$ cat src/rtl/pcm_consts.vh
/*
  constants for the clock and power mode controller: multiplier codes,
  bus clock codes, standby wait counts and operating mode codes.
  assumes nothing beyond being included by the controller files.
*/
`ifndef PCM_CONSTS_VH
`define PCM_CONSTS_VH

// pll multiplier select codes
`define PCM_MULT_X1 2'h0
`define PCM_MULT_X2 2'h1
`define PCM_MULT_X4 2'h2
`define PCM_MULT_BAD 2'h3

// bus clock select codes
`define PCM_BCK_FULL 3'h0
`define PCM_BCK_DIV2 3'h1
`define PCM_BCK_DIV32 3'h5

// standby wait lengths in states
`define PCM_WAIT_8K 19'h02000
`define PCM_WAIT_16K 19'h04000
`define PCM_WAIT_32K 19'h08000
`define PCM_WAIT_64K 19'h10000
`define PCM_WAIT_128K 19'h20000
`define PCM_WAIT_256K 19'h40000
`define PCM_WAIT_16 19'h00010
`define PCM_WAIT_CODE_RSVD 3'h6
`define PCM_WAIT_CODE_16 3'h7

// operating mode codes
`define PCM_MODE_HIGH 3'h0
`define PCM_MODE_MED 3'h1
`define PCM_MODE_SLEEP 3'h2
`define PCM_MODE_STANDBY_ON_HALT 3'h3
`define PCM_MODE_WAIT 3'h4

// reset values and module count
`define PCM_MULT_RESET 2'h0
`define PCM_NUM_MODULES 8

`endif

$ cat src/rtl/pcm_ctrl.v
/*
  clock and power mode controller: pll multiplier control, medium-speed
  bus clock enables, halt/sleep/software standby sequencing and module stop.
  assumes halt and wake requests come from same-clock cpu logic, and that
  the analog pll follows pllMult; clocks are delivered as enables on mclk.
*/
`timescale 1ns/1ns
`include "pcm_consts.vh"
module pcm_ctrl (
  input wire mclk,
  input wire sys_rst,
  input wire ext_clock_in_pin,
  input wire pll_mult_sel_lo,
  input wire pll_mult_sel_hi,
  input wire mult_switch_mode,
  input wire bus_clk_sel_2,
  input wire bus_clk_sel_1,
  input wire bus_clk_sel_0,
  input wire standby_wait_sel_0,
  input wire standby_wait_sel_1,
  input wire standby_wait_sel_2,
  input wire standby_on_halt,
  input wire haltExec,
  input wire pcBreakOnHalt,
  input wire wakeIrq,
  input wire [7:0] moduleStop,
  input wire [7:0] moduleResetOnStop,
  output reg [1:0] pllMult,
  output reg pllPhaseLock,
  output reg clkGenRun,
  output reg cpuClkEn,
  output reg busClkEn,
  output reg periphClkEn,
  output reg [7:0] moduleClkEn,
  output reg [7:0] moduleSoftRst,
  output reg breakException,
  output reg [2:0] opMode,
  output reg multCodeError,
  output reg busSelError
);
  wire [1:0] multSel;
  wire [2:0] busSel;
  wire [2:0] waitSel;
  wire [4:0] divCount;
  wire [4:0] divWrap;
  wire waitDone;
  wire [18:0] waitRemain;
  reg [18:0] waitLen;
  reg [1:0] pendMult;
  reg [2:0] activeSel;
  reg [2:0] state;
  reg [2:0] next_state;
  reg breakPend;
  reg extSync1;
  reg extSync2;
  reg extPrev;
  reg next_busEn;
  reg waitLoad;
  wire periphOn;

  localparam ST_RUN = 3'h0;
  localparam ST_SLEEP = 3'h1;
  localparam ST_STOP = 3'h2;
  localparam ST_WAIT = 3'h3;

  assign multSel = {pll_mult_sel_hi, pll_mult_sel_lo};
  assign busSel = {bus_clk_sel_2, bus_clk_sel_1, bus_clk_sel_0};
  assign waitSel = {standby_wait_sel_2, standby_wait_sel_1, standby_wait_sel_0};
  // peripherals stay clocked in run and sleep, stopped through standby and wait
  assign periphOn = (next_state == ST_RUN) || (next_state == ST_SLEEP);

  pcm_divider uDiv (
    .mclk(mclk),
    .sys_rst(sys_rst),
    .divCount(divCount),
    .divWrap(divWrap)
  );

  pcm_wait_timer uWait (
    .mclk(mclk),
    .sys_rst(sys_rst),
    .load(waitLoad),
    .length(waitLen),
    .done(waitDone),
    .remain(waitRemain)
  );

  // wait length lookup; reserved code falls back to the longest wait for safety
  always @*
  begin
    case (waitSel)
      3'h0: waitLen = `PCM_WAIT_8K;
      3'h1: waitLen = `PCM_WAIT_16K;
      3'h2: waitLen = `PCM_WAIT_32K;
      3'h3: waitLen = `PCM_WAIT_64K;
      3'h4: waitLen = `PCM_WAIT_128K;
      3'h5: waitLen = `PCM_WAIT_256K;
      `PCM_WAIT_CODE_16: waitLen = `PCM_WAIT_16;
      default: waitLen = `PCM_WAIT_256K;
    endcase
  end

  // mode sequencing: halt picks sleep or standby, interrupt wakes
  always @*
  begin
    next_state = state;
    waitLoad = 1'b0;
    case (state)
      ST_RUN:
      begin
        if (haltExec)
          next_state = standby_on_halt ? ST_STOP : ST_SLEEP;
      end
      ST_SLEEP:
      begin
        if (wakeIrq)
          next_state = ST_RUN;
      end
      ST_STOP:
      begin
        if (wakeIrq | breakPend)
        begin
          next_state = ST_WAIT;
          waitLoad = 1'b1;
        end
      end
      ST_WAIT:
      begin
        if (waitDone)
          next_state = ST_RUN;
      end
      default: next_state = ST_RUN;
    endcase
  end

  // state register; reset lands in running high-speed state
  always @(posedge mclk)
  begin
    if (sys_rst)
      state <= ST_RUN;
    else
      state <= next_state;
  end

  // multiplier: deferred until standby entry, or immediate in switch mode 1
  always @(posedge mclk)
  begin
    if (sys_rst)
    begin
      pllMult <= `PCM_MULT_RESET;
      pendMult <= `PCM_MULT_RESET;
      multCodeError <= 1'b0;
    end
    else
    begin
      multCodeError <= (multSel == `PCM_MULT_BAD);
      // prohibited code is never latched; last legal factor is kept
      if (multSel != `PCM_MULT_BAD)
        pendMult <= multSel;
      if (mult_switch_mode && multSel != `PCM_MULT_BAD)
        pllMult <= multSel;
      else if (state == ST_STOP && !mult_switch_mode)
        pllMult <= pendMult;
    end
  end

  // break on halt: standby still entered, break raised after the wait
  always @(posedge mclk)
  begin
    if (sys_rst)
    begin
      breakPend <= 1'b0;
      breakException <= 1'b0;
    end
    else
    begin
      breakException <= 1'b0;
      if (state == ST_RUN && haltExec && standby_on_halt && pcBreakOnHalt)
        breakPend <= 1'b1;
      else if (state == ST_WAIT && waitDone && breakPend)
      begin
        breakPend <= 1'b0;
        breakException <= 1'b1;
      end
    end
  end

  // external clock sampled twice before edge detect for phase tracking
  always @(posedge mclk)
  begin
    if (sys_rst)
    begin
      // parked high like the pin in standby, so release shows no false edge
      extSync1 <= 1'b1;
      extSync2 <= 1'b1;
      extPrev <= 1'b1;
      pllPhaseLock <= 1'b0;
    end
    else
    begin
      extSync1 <= ext_clock_in_pin;
      extSync2 <= extSync1;
      extPrev <= extSync2;
      // marks the cycle aligned to the reference rising edge
      pllPhaseLock <= extSync2 & ~extPrev;
    end
  end

  // bus clock select only changes at the slowest divider wrap, so no short pulse
  always @(posedge mclk)
  begin
    if (sys_rst)
    begin
      activeSel <= `PCM_BCK_FULL;
      busSelError <= 1'b0;
    end
    else
    begin
      busSelError <= (busSel > `PCM_BCK_DIV32);
      if (divWrap[4] && busSel <= `PCM_BCK_DIV32)
        activeSel <= busSel;
    end
  end

  // enable for the selected divided clock
  always @*
  begin
    if (activeSel == `PCM_BCK_FULL)
      next_busEn = 1'b1;
    else if (activeSel <= `PCM_BCK_DIV32)
      next_busEn = divWrap[activeSel - `PCM_BCK_DIV2];
    else
      next_busEn = 1'b1;
  end

  // clock gating outputs per mode; sleep keeps generator and peripherals going
  always @(posedge mclk)
  begin
    if (sys_rst)
    begin
      clkGenRun <= 1'b1;
      cpuClkEn <= 1'b1;
      busClkEn <= 1'b1;
      periphClkEn <= 1'b1;
      opMode <= `PCM_MODE_HIGH;
    end
    else
    begin
      clkGenRun <= (next_state != ST_STOP);
      periphClkEn <= (next_state == ST_RUN) || (next_state == ST_SLEEP);
      // medium speed gates only cpu and bus masters
      cpuClkEn <= (next_state == ST_RUN) && next_busEn;
      busClkEn <= (next_state == ST_RUN) && next_busEn;
      case (next_state)
        ST_RUN: opMode <= (activeSel == `PCM_BCK_FULL) ? `PCM_MODE_HIGH : `PCM_MODE_MED;
        ST_SLEEP: opMode <= `PCM_MODE_SLEEP;
        ST_STOP: opMode <= `PCM_MODE_STANDBY_ON_HALT;
        ST_WAIT: opMode <= `PCM_MODE_WAIT;
        default: opMode <= `PCM_MODE_HIGH;
      endcase
    end
  end

  // module stop: only flagged modules halt in run and sleep, all halt in standby and wait; reset-type ones get initialized
  always @(posedge mclk)
  begin
    if (sys_rst)
    begin
      moduleClkEn <= 8'hff;
      moduleSoftRst <= 8'h00;
    end
    else
    begin
      moduleClkEn <= periphOn ? ~moduleStop : 8'h00;
      moduleSoftRst <= moduleStop & moduleResetOnStop;
    end
  end
endmodule // pcm_ctrl

$ cat src/rtl/pcm_divider.v
/*
  medium-speed divider: free-running counter giving sys/2 .. sys/32 enables.
  assumes it runs on the system clock and is cleared by the block reset.
*/
`timescale 1ns/1ns
module pcm_divider (
  input wire mclk,
  input wire sys_rst,
  output reg [4:0] divCount,
  output wire [4:0] divWrap
);
  genvar i;

  // counter bit i toggling at its wrap gives divide by 2^(i+1)
  always @(posedge mclk)
  begin
    if (sys_rst)
      divCount <= 5'h00;
    else
      divCount <= divCount + 5'h01;
  end

  // wrap of each divider: all low bits set, so each tick is one full period
  generate
    for (i = 0; i < 5; i = i + 1)
    begin : gWrap
      assign divWrap[i] = &divCount[i:0];
    end
  endgenerate
endmodule // pcm_divider

$ cat src/rtl/pcm_wait_timer.v
/*
  standby stabilization wait counter: loads a length, counts down, flags done.
  assumes length is stable while load is high and the clock runs during the wait.
*/
`timescale 1ns/1ns
module pcm_wait_timer (
  input wire mclk,
  input wire sys_rst,
  input wire load,
  input wire [18:0] length,
  output wire done,
  output reg [18:0] remain
);
  // down counter loaded with length less one; the first wait state is the cycle
  // after the load cycle, so done while zero gives exactly n cycles for n states
  always @(posedge mclk)
  begin
    if (sys_rst)
      remain <= 19'h00000;
    else if (load)
      remain <= length - 19'h00001;
    else if (remain != 19'h00000)
      remain <= remain - 19'h00001;
  end

  assign done = (remain == 19'h00000) & ~load;
endmodule // pcm_wait_timer
$ cat config.mk
export PLATFORM = sky130hd
export DESIGN_NAME = pcm_ctrl
export DESIGN_NICKNAME = d
export VERILOG_FILES = /design/src/rtl/pcm_ctrl.v /design/src/rtl/pcm_divider.v /design/src/rtl/pcm_wait_timer.v
export VERILOG_INCLUDE_DIRS = /design/src /design/src/rtl
export SDC_FILE = /design/constraint.sdc
export NUM_CORES = 1
export LEC_CHECK = 0
export ABC_AREA = 0
export BUFFER_PORTS_ARGS = -buffer_cell sky130_fd_sc_hd__buf_2
export CAP_MARGIN = 20
export CELL_PAD_IN_SITES_DETAIL_PLACEMENT = 0
export CELL_PAD_IN_SITES_GLOBAL_PLACEMENT = 1
export CORE_MARGIN = 3
export CORE_UTILIZATION = 41
export CTS_CLUSTER_SIZE = 8
export DETAILED_ROUTE_END_ITERATION = 10
export PLACE_DENSITY_LB_ADDON = 0.25
export SLEW_MARGIN = 20
export SYNTH_ARGS = -nofsm -noshare
export SYNTH_HDL_FRONTEND = slang
export SYNTH_SLANG_ARGS = --single-unit
$ cat constraint.sdc
create_clock -name mclk -period 3.3 [get_ports mclk]
set_clock_uncertainty 0.15 [all_clocks]
set_input_delay 0.495 -clock mclk [delete_from_list [all_inputs] [get_ports mclk]]
set_output_delay 0.495 -clock mclk [all_outputs]
set_load 0.01 [all_outputs]
==> results.rst, run 1 <==
.. list-table::
   :header-rows: 1

   * - Metric
     - Value
   * - Wire length of the first global-routing pass
     - 11.6 mm
   * - Mean routed wirelength per cell
     - 14.4 um
   * - Post-synthesis cell area
     - 2920 um2
   * - Half-perimeter wire length after detailed placement
     - 4.83 mm
   * - Routed WL
     - 6.82 mm
   * - Final antenna-violating net count
     - 0
   * - Library cells used by synthesis
     - 68
   * - Combined global-route utilization of all metal layers
     - 17.6%
   * - Cells on worst reg2reg path
     - 7
   * - Detail-routed via count per cell
     - 5.31
   * - Final core area utilization
     - 51.1%
   * - Main flop type after synthesis
     - sky130_fd_sc_hd__dfxtp_1
   * - Total of fill cells in the finished design
     - 656
   * - Floorplan die width
     - 90.3 um
   * - Vert. Die Dim
     - 90.3 um
   * - Hold_buf cts
     - 0
   * - Overall overflow remaining after global route
     - 0
   * - Arr. time, crit path
     - 2.77 ns
   * - Layout-stage area growth over the synthesis result
     - 19.6%
   * - Die Area
     - 8160 um2
   * - # IOs
     - 61
   * - Power density over the cells
     - 849 nW/um2
   * - CP max stage delay
     - 0.45 ns
   * - Antenna diode instance count
     - 0
   * - Total negative setup slack
     - 0 ns
   * - Final weighted congestion in routability-driven placement
     - 0.807
   * - Worst min-delay path category
     - input pin to flip-flop
   * - Max H-tree Level
     - 3
   * - Hold path startpoint
     - moduleStop[3]
   * - Number of DRC markers in iteration 0
     - 153
   * - Number of vias in the routed layout
     - 2512
   * - Number of clock sinks
     - 64
   * - Yosys synthesis warning count
     - 0
   * - Initial standard-cell utilization of the core
     - 42.7%
   * - Setup bufs post-CTS
     - 0
   * - End point of the worst hold path
     - moduleClkEn[3]
   * - Antenna violations before repair
     - 0
   * - Net count, final
     - 411
   * - Clock-pin slew of the registers on the worst-case setup and hold paths
     - 0.08 ns
   * - Top fanout value on the critical path
     - 12
   * - Part of the cycle the worst path needs
     - 80.1%
   * - Mapped Avg Cell Area
     - 9.32 um2
   * - Via count of the first global-routing pass
     - 2367
   * - Final instance area
     - 3490 um2
   * - Placed cell area
     - 3280 um2
   * - Reg2reg start
     - state[1]
   * - Number of buffers created by CTS
     - 9
   * - Critical path required time
     - 3.43 ns
   * - Run status
     - complete, no violations
   * - Maximum number of pins on one net before global-route repair
     - 29
   * - Fraction of layout instances using a drive strength above 1
     - 30.0%
   * - RSZ-0062 raised after global routing
     - false
   * - TritonCTS clock tree
     - built
   * - Asr flop ratio synth
     - 0%
   * - Post-CTS Resized
     - 0
   * - Final Max Slew Viols
     - 0
   * - Instance count along the most critical hold path
     - 2
   * - Count of input and output buffers
     - 60
   * - Number of detailed-route iterations in the first pass
     - 4
   * - Area occupied by multi-input gates
     - 1510 um2
   * - Post-synthesis sequential element count
     - 64
   * - Syn_nets
     - 352
   * - Critical R2R Capture
     - uWait.remain[8]
   * - Worst Setup Start Kind
     - flip-flop
   * - Worst IR drop on VDD
     - 394 uV
   * - Crit. End Element
     - flip-flop
   * - Crit path max-delay cell type
     - sky130_fd_sc_hd__dfxtp_1
   * - Register cell area after layout
     - 1280 um2
   * - Number of placement rows
     - 30
   * - Final setup violation count
     - 0
   * - Transition time at the pin with the least slew margin
     - 0.841 ns
   * - DRC
     - 0
   * - Total power
     - 2.96 mW
   * - Share of the yosys chip area belonging to registers
     - 43.9%
   * - Maximum clock insertion buffer count
     - 2
   * - Final Critical Period
     - 2.64 ns
   * - Number of enable flip-flop cells after synthesis
     - 0
   * - Number of instances in the synthesized netlist
     - 313
   * - Clk Latency, worst-skew pair
     - 0.34 ns
   * - Type of the setup path with the least slack
     - flip-flop to flip-flop
   * - Worst-path cell chain
     - nor3b_4 -> nand2_1 -> nand2_1 -> ha_1 -> o2111ai_1 -> a22o_1 -> a21oi_1
   * - Core Footprint
     - 6830 um2
   * - Max Clk Rate
     - 0.378 GHz
   * - Cell repeated most along the worst path
     - sky130_fd_sc_hd__nand2_1
   * - Final number of hold-violating endpoints
     - 0
   * - Root Driver
     - sky130_fd_sc_hd__clkbuf_8
   * - Leakage power figure
     - 1.44 nW
   * - Register-to-Register Setup Slack
     - 0.66 ns
   * - Number of max-capacitance violations reported
     - 0
   * - Max-slew headroom at the worst pin
     - 43.9%
==> worst max-delay path by stage <==
stage	startpoint	slack, ns	endpoint	cells past startpoint
2_1_floorplan	wakeIrq	0.77	uWait.remain[4]	11
3_3_place_gp	wakeIrq	0.80	uWait.remain[8]	8
3_5_place_dp	state[1]	0.68	uWait.remain[8]	7
4_1_cts	state[1]	0.66	uWait.remain[8]	7
5_1_grt	state[1]	0.41	uWait.remain[8]	7
6_report	state[1]	0.66	uWait.remain[8]	7
==> flip-flops by register name, indices dropped and copies added (netlist names), 2 cells and up <==
register	cells
pllMult	2
moduleClkEn	8
uDiv.divCount	5
opMode	3
pendMult	2
activeSel	3
moduleSoftRst	8
state	3
uWait.remain	19
==> per-stage QoR <==
stage	hold slack (ns)	setup WS, ns	cells
2_1_floorplan	0.223	0.768	313
3_3_place_gp	0.228	0.802	457
3_5_place_dp	0.241	0.678	457
4_1_cts	0.157	0.657	473
5_1_grt	0.156	0.405	473
6_report	0.174	0.656	473
==> layer usage <==
layer	GRT usage [%]	part of all wire, %	up-vias
met3	5.00	5.8	10
met4	8.16	1.5	0
met2	25.6	44	74
met5	0	0	-
li1	-	-	1263
met1	24.1	49	1165
==> layout by cell type, fill, tap and decap left out, types with 4 or more instances in the layout <==
cell | netlist | routed
sky130_fd_sc_hd__nor4_1 | 6 | 6
sky130_fd_sc_hd__a21oi_2 | 9 | 9
sky130_fd_sc_hd__o211ai_1 | 4 | 4
sky130_fd_sc_hd__nor2_1 | 26 | 26
sky130_fd_sc_hd__nor3b_1 | 4 | 4
sky130_fd_sc_hd__ha_1 | 7 | 7
sky130_fd_sc_hd__o21ai_0 | 9 | 9
sky130_fd_sc_hd__nand3b_1 | 4 | 4
sky130_fd_sc_hd__buf_2 | 7 | 60
sky130_fd_sc_hd__dfxtp_1 | 64 | 64
sky130_fd_sc_hd__nand3_1 | 15 | 15
sky130_fd_sc_hd__nor3_1 | 17 | 17
sky130_fd_sc_hd__and3_1 | 13 | 13
sky130_fd_sc_hd__buf_4 | 1 | 4
sky130_fd_sc_hd__clkbuf_8 | 0 | 10
sky130_fd_sc_hd__inv_1 | 11 | 11
sky130_fd_sc_hd__nand2_1 | 13 | 13
sky130_fd_sc_hd__or2_2 | 4 | 4
sky130_fd_sc_hd__a21oi_1 | 22 | 22
sky130_fd_sc_hd__nor2b_1 | 5 | 5
==> power breakdown <==
part,switching [mW],internal [mW],total (mW)
Combinational,0.687,0.526,1.21
Sequential,0.147,0.914,1.06
Clock,0.316,0.372,0.688
==> layout make-up <==
class / count / area share, %
multi-input cells: 222 / 43.3
flip-flops and latches: 64 / 36.7
repair buffers: 64 / 9.47
clock buffers: 10 / 3.94
well taps: 96 / 3.44
clock inverters: 6 / 1.97
inverters: 11 / 1.18
==> synthesized netlist by cell type, types with 2 or more instances <==
cell type | n | area share (%)
sky130_fd_sc_hd__nor3_1 | 17 | 2.9
sky130_fd_sc_hd__mux2i_1 | 3 | 1.0
sky130_fd_sc_hd__dfxtp_1 | 64 | 44
sky130_fd_sc_hd__xor2_1 | 3 | 0.90
sky130_fd_sc_hd__o31ai_1 | 2 | 0.51
sky130_fd_sc_hd__inv_1 | 11 | 1.4
sky130_fd_sc_hd__clkbuf_1 | 5 | 0.64
sky130_fd_sc_hd__or2_2 | 4 | 0.86
sky130_fd_sc_hd__nor2b_1 | 5 | 1.1
sky130_fd_sc_hd__nor3b_1 | 4 | 1.0
sky130_fd_sc_hd__and3_1 | 13 | 2.8
sky130_fd_sc_hd__nand3_1 | 15 | 2.6
sky130_fd_sc_hd__a22o_1 | 2 | 0.60
sky130_fd_sc_hd__nor2_1 | 26 | 3.3
sky130_fd_sc_hd__o211a_1 | 2 | 0.69
sky130_fd_sc_hd__o21ai_0 | 9 | 1.5
sky130_fd_sc_hd__a21oi_1 | 22 | 3.8
sky130_fd_sc_hd__o211ai_1 | 4 | 1.0
sky130_fd_sc_hd__nand2_1 | 13 | 1.7
sky130_fd_sc_hd__xnor2_1 | 3 | 0.90
sky130_fd_sc_hd__a211oi_1 | 2 | 0.51
sky130_fd_sc_hd__or2_1 | 2 | 0.43
sky130_fd_sc_hd__nand3b_1 | 4 | 1.0
sky130_fd_sc_hd__or3_4 | 3 | 1.2
sky130_fd_sc_hd__o22ai_1 | 2 | 0.43
sky130_fd_sc_hd__a2111oi_0 | 2 | 0.60
sky130_fd_sc_hd__nor4_1 | 6 | 1.3
sky130_fd_sc_hd__a21oi_2 | 9 | 2.7
sky130_fd_sc_hd__nor4b_1 | 2 | 0.60
sky130_fd_sc_hd__buf_1 | 2 | 0.26
sky130_fd_sc_hd__buf_2 | 7 | 1.2
sky130_fd_sc_hd__ha_1 | 7 | 3.0
sky130_fd_sc_hd__a31oi_1 | 3 | 0.64
==> worst max-delay path, delay by kind of cell (launching register included) <==
family	cells	cell delay, ns
compound gates	3	0.70
fa+ha+maj	1	0.43
flops	1	0.45
simple gates	3	0.85
==> kinds of logic (layout without fill, tap and decap cells) <==
kind of cell             Yosys count  in the layout  share of synthesized area, %
adder cells (fa/ha/maj)            7              7                          3.00
multiplexers                       4              4                          1.42
buffers and inverters             27             91                          4.29
AO/OA/AOI/OAI                     78             78                          20.0
flip-flops                        64             64                          43.9
XOR/XNOR                           6              6                          1.80
other                              1              1                         0.129
AND/OR/NAND/NOR                  126            126                          25.4
(Power assumes the default switching activity.)
==> run 2, diff against run 1 <==
CORE_UTILIZATION = 37   (was 41)
clock period = 2.2 ns   (was 3.3 ns; I/O delays follow)
==> results.rst, run 2 (same netlist as run 1, synthesis figures left out) <==
.. list-table::
   :header-rows: 1

   * - Metric
     - Value
   * - Flip-flop count of the largest register, all copies and words added
     - 19
   * - Antenna diode instance count
     - 0
   * - Switching power summed over all nets
     - 1.75 mW
   * - Number of vias in the routed layout
     - 2527
   * - Worst IR drop on VDD
     - 555 uV
   * - Cell class contributing the biggest share of worst-path delay
     - simple AND/OR/NAND/NOR gates
   * - DRC
     - 0
   * - Number of buffers created by CTS
     - 9
   * - # IOs
     - 61
   * - Number of clock sinks
     - 64
   * - Fraction of layout instances using a drive strength above 1
     - 32.9%
   * - Initial standard-cell utilization of the core
     - 39.2%
   * - Half-perimeter wire length after detailed placement
     - 5.22 mm
   * - Largest register by flop count
     - uWait.remain
   * - Final Critical Period
     - 2.09 ns
   * - Mean routed wirelength per cell
     - 14.1 um
   * - Top fanout value on the critical path
     - 15
   * - Switching power as a share of total power
     - 39.0%
   * - Maximum number of pins on one net before global-route repair
     - 21
   * - Leading cell types in the layout, fill and taps excluded
     - 63 x sky130_fd_sc_hd__dfxtp_1, 60 x sky130_fd_sc_hd__buf_2, 26 x sky130_fd_sc_hd__nor2_1
   * - Worst-path cell chain
     - or3_4 -> nor4_4 -> nand3_4 -> a31o_4 -> o221a_1
   * - Clk Latency, worst-skew pair
     - 0.35 ns
   * - Combinational fraction of design power
     - 44.3%
   * - Max Clk Rate
     - 0.479 GHz
   * - Run status
     - complete, no violations
   * - Final number of hold-violating endpoints
     - 0
   * - Max H-tree Level
     - 3
   * - Type of the setup path with the least slack
     - flip-flop to flip-flop
   * - Net count, final
     - 432
   * - Largest registers
     - uWait.remain x19, moduleClkEn x8, moduleSoftRst x8
   * - Layout-stage area growth over the synthesis result
     - 25.3%
   * - Worst Setup Start Kind
     - flip-flop
   * - Fraction of power consumed by sequential logic
     - 35.1%
   * - Vert. Die Dim
     - 94.8 um
   * - TritonCTS clock tree
     - built
   * - Final antenna-violating net count
     - 0
   * - Detail-routed via count per cell
     - 5.08
   * - Post-CTS Resized
     - 0
   * - Critical path required time
     - 2.27 ns
   * - Final Max Slew Viols
     - 0
   * - Final core area utilization
     - 49.1%
   * - Core Footprint
     - 7450 um2
   * - Antenna violations before repair
     - 0
   * - Crit. End Element
     - flip-flop
   * - Power density over the cells
     - 1230 nW/um2
   * - Worst min-delay path category
     - input pin to flip-flop
   * - Routed WL
     - 6.99 mm
   * - Overall overflow remaining after global route
     - 0
   * - Count of input and output buffers
     - 60
   * - RSZ-0062 raised after global routing
     - false
   * - Maximum clock insertion buffer count
     - 2
   * - Fin Hold WS
     - 0.0210 ns
   * - CP max stage delay
     - 0.44 ns
   * - Die Area
     - 8980 um2
   * - Share of power burned in the clock network
     - 20.6%
   * - Combined global-route utilization of all metal layers
     - 16.1%
   * - Clock-pin slew of the registers on the worst-case setup and hold paths
     - 0.08 ns
   * - Number of placement rows
     - 31
   * - Leakage power figure
     - 1.53 nW
   * - Number of DRC markers in iteration 0
     - 128
   * - Leading cell type in the layout, fill and taps excluded
     - sky130_fd_sc_hd__dfxtp_1
   * - Number of detailed-route iterations in the first pass
     - 4
   * - Number of buffers and inverters on the critical path
     - 0
   * - Via count of the first global-routing pass
     - 2282
   * - Arr. time, crit path
     - 2.16 ns
   * - Number of max-capacitance violations reported
     - 0
   * - Final setup violation count
     - 0
   * - Crit path max-delay cell type
     - sky130_fd_sc_hd__or3_4
   * - Part of the cycle the worst path needs
     - 94.9%
   * - Internal power summed over all cells
     - 2.74 mW
   * - Root Driver
     - sky130_fd_sc_hd__clkbuf_8
   * - Wire length of the first global-routing pass
     - 11.1 mm
   * - Floorplan die width
     - 94.8 um
   * - Final weighted congestion in routability-driven placement
     - 0.872
run 2: path summary, 6_finish.rpt:
kind                                       from             end  slack (ns)  depth (start not counted)
worst max-delay path            uWait.remain[8]       opMode[1]        0.11                          5
worst min-delay path              moduleStop[7]  moduleClkEn[7]        0.02                          2
worst max register to register  uWait.remain[8]       opMode[1]        0.11                          5
worst min register to register          extPrev    pllPhaseLock        0.24                          1
run 2: layout make-up:
| class | count | area (um2) |
|---|---|---|
| fill | 736 | 3790 |
| multi-input combinational | 222 | 1510 |
| sequential | 64 | 1280 |
| timing repair buffer | 85 | 513 |
| clock buffer | 10 | 138 |
| tap | 99 | 124 |
| clock inverter | 6 | 42.5 |
| inverter | 11 | 41.3 |
run 2: timing repair:
action,in CTS,in global routing
endpoints found under the hold margin,5,0
setup buffers,0,0
setup endpoints to repair,0,0
hold buffers,5,0
run 2: metrics by stage:
stage	TNS, ns	cell area, um2	cells	setup slack, ns	power [mW]
after global routing	0	3650	497	0.0106	4.80
after CTS	0	3650	497	0.107	4.52
final	0	3650	497	0.112	4.49
after global placement	0	3420	476	0.132	3.57
after floorplan	-0.00503	2940	313	-0.00503	2.96
after detailed placement	0	3420	476	0.111	3.57
run 2: worst reg2reg max path: stages, from the launching register on:
cell and delay (ns):
sky130_fd_sc_hd__dfxtp_1 0.35, sky130_fd_sc_hd__or3_4 0.44, sky130_fd_sc_hd__nor4_4 0.32, sky130_fd_sc_hd__nand3_4 0.12, sky130_fd_sc_hd__a31o_4 0.33, sky130_fd_sc_hd__o221a_1 0.26
run 2: power by group through the flow:
stage / Clock (mW) / Sequential [mW] / Combinational, mW
final: 0.926 / 1.58 / 1.99
after global routing: 1.00 / 1.61 / 2.19
after CTS: 0.956 / 1.57 / 1.99
after detailed placement: 0 / 1.60 / 1.97
after global placement: 0 / 1.60 / 1.97
after floorplan: 0 / 1.57 / 1.39
run 2: metal layers:
| layer | up-vias | share of wire (%) | track usage, % |
|---|---|---|---|
| li1 | 1299 | - | - |
| met1 | 1151 | 48 | 21.2 |
| met2 | 70 | 44 | 24.4 |
| met3 | 7 | 6.8 | 5.50 |
| met4 | 0 | 1.4 | 5.53 |
| met5 | - | 0 | 0 |
==> run 3, diff against run 2 <==
RECOVER_POWER = 25   (was default)
==> results.rst, run 3 (same netlist as run 1, synthesis figures left out) <==
.. list-table::
   :header-rows: 1

   * - Metric
     - Value
   * - Detail-routed via count per cell
     - 5.11
   * - Net count, final
     - 432
   * - Reg2reg start
     - uWait.remain[8]
   * - Max H-tree Level
     - 3
   * - Largest register by flop count
     - uWait.remain
   * - Final antenna-violating net count
     - 0
   * - RSZ-0062 raised after global routing
     - false
   * - Power density over the cells
     - 1230 nW/um2
   * - Maximum clock insertion buffer count
     - 2
   * - Number of DRC markers in iteration 0
     - 141
   * - Cells on worst reg2reg path
     - 5
   * - Register-to-Register Setup Slack
     - 0.11 ns
   * - Total power
     - 4.49 mW
   * - Worst IR drop on VDD
     - 554 uV
   * - Number of detailed-route iterations in the first pass
     - 4
   * - Fin Hold WS
     - 0.0212 ns
   * - Max Clk Rate
     - 0.479 GHz
   * - Final core area utilization
     - 48.9%
   * - Count of input and output buffers
     - 60
   * - Critical R2R Capture
     - opMode[1]
   * - Overall overflow remaining after global route
     - 0
   * - Number of placement rows
     - 31
   * - TritonCTS clock tree
     - built
   * - Final Critical Period
     - 2.09 ns
   * - Final weighted congestion in routability-driven placement
     - 0.872
   * - Antenna diode instance count
     - 0
   * - Final instance count without filler cells
     - 497
   * - Number of vias in the routed layout
     - 2540
   * - Placed cell area
     - 3420 um2
   * - Run status
     - complete, no violations
   * - Post-CTS Resized
     - 0
   * - # IOs
     - 61
   * - DRC
     - 0
   * - Core Footprint
     - 7450 um2
   * - Routed WL
     - 7.02 mm
   * - Layout-stage area growth over the synthesis result
     - 24.8%
   * - Arr. time, crit path
     - 2.16 ns
   * - Wire length of the first global-routing pass
     - 11.1 mm
   * - Max-slew headroom at the worst pin
     - 39.9%
   * - Die Area
     - 8980 um2
   * - Final Max Slew Viols
     - 0
   * - Root Driver
     - sky130_fd_sc_hd__clkbuf_8
   * - End point of the worst hold path
     - moduleClkEn[7]
   * - Leading cell types in the layout, fill and taps excluded
     - 63 x sky130_fd_sc_hd__dfxtp_1, 56 x sky130_fd_sc_hd__buf_2, 26 x sky130_fd_sc_hd__nor2_1
   * - Final instance area
     - 3640 um2
   * - Critical path required time
     - 2.27 ns
   * - Clock-pin slew of the registers on the worst-case setup and hold paths
     - 0.08 ns
   * - Type of the setup path with the least slack
     - flip-flop to flip-flop
   * - Floorplan die width
     - 94.8 um
   * - Placed Cells incl. Taps
     - 476
   * - Leakage power figure
     - 1.51 nW
   * - Number of buffers created by CTS
     - 9
   * - Leading cell type in the layout, fill and taps excluded
     - sky130_fd_sc_hd__dfxtp_1
   * - Final setup violation count
     - 0
   * - Flip-flop count of the largest register, all copies and words added
     - 19
   * - Combined global-route utilization of all metal layers
     - 16.1%
   * - Hold path startpoint
     - moduleStop[7]
   * - Vert. Die Dim
     - 94.8 um
   * - Half-perimeter wire length after detailed placement
     - 5.22 mm
   * - Worst Setup Start Kind
     - flip-flop
   * - Transition time at the pin with the least slew margin
     - 0.902 ns
   * - Top fanout value on the critical path
     - 15
   * - Number of clock sinks
     - 64
   * - Maximum number of pins on one net before global-route repair
     - 21
   * - Antenna violations before repair
     - 0
   * - Instance count along the most critical hold path
     - 2
   * - Via count of the first global-routing pass
     - 2282
   * - Final number of hold-violating endpoints
     - 0
   * - Mean routed wirelength per cell
     - 14.1 um
   * - Number of max-capacitance violations reported
     - 0
   * - Clk Latency, worst-skew pair
     - 0.35 ns
   * - Fraction of layout instances using a drive strength above 1
     - 31.4%
   * - Part of the cycle the worst path needs
     - 95.0%
   * - Worst min-delay path category
     - input pin to flip-flop
   * - Crit. End Element
     - flip-flop
   * - Largest registers
     - uWait.remain x19, moduleClkEn x8, moduleSoftRst x8
   * - Initial standard-cell utilization of the core
     - 39.2%
[run 3: through the flow]
stage | setup slack (ns) | TNS [ns]
after floorplan | -0.00503 | -0.00503
after global placement | 0.132 | 0
after detailed placement | 0.111 | 0
after CTS | 0.107 | 0
after global routing | 0.0100 | 0
final | 0.111 | 0
[run 3: worst max-delay path by stage]
stage          slack (ns)               to  cells after the start            start
6_report             0.11        opMode[1]                      5  uWait.remain[8]
5_1_grt              0.01  uWait.remain[6]                      7         state[2]
4_1_cts              0.11        opMode[1]                      5  uWait.remain[8]
3_5_place_dp         0.11  uWait.remain[4]                      9          wakeIrq
3_3_place_gp         0.13        opMode[1]                      5  uWait.remain[8]
2_1_floorplan      -0.005  uWait.remain[8]                      9         state[0]
[run 3: per-layer routing]
layer	wire length, um	track usage [%]	up-vias
met5	0	0	-
met4	98	5.53	0
met3	496	5.50	7
met2	3070	24.4	82
met1	3350	21.2	1151
li1	-	-	1300
[run 3: final cells by class]
class	instances	area (um2)
inverter	11	41.3
timing repair buffer	85	500
clock inverter	6	42.5
clock buffer	10	138
fill	740	3810
sequential	64	1280
multi-input combinational	222	1510
tap	99	124
[run 3: worst max-delay path, stage by stage, from the launching register on]
cell and delay (ns):
sky130_fd_sc_hd__dfxtp_1 0.36, sky130_fd_sc_hd__or3_4 0.44, sky130_fd_sc_hd__nor4_4 0.32, sky130_fd_sc_hd__nand3_4 0.12
sky130_fd_sc_hd__a31o_4 0.33, sky130_fd_sc_hd__o221a_1 0.26
[run 3: report_power, final]
part | switching (mW) | leakage [nW] | total [mW] | internal (mW)
sequential | 0.205 | 0.527 | 1.58 | 1.37
clock | 0.486 | 0.0887 | 0.927 | 0.441
combinational | 1.06 | 0.896 | 1.98 | 0.925
[run 3: timing repair]
action                    CTS  global route
hold buffers                5             0
buffers inserted            0             0
hold endpoints to repair    5             0
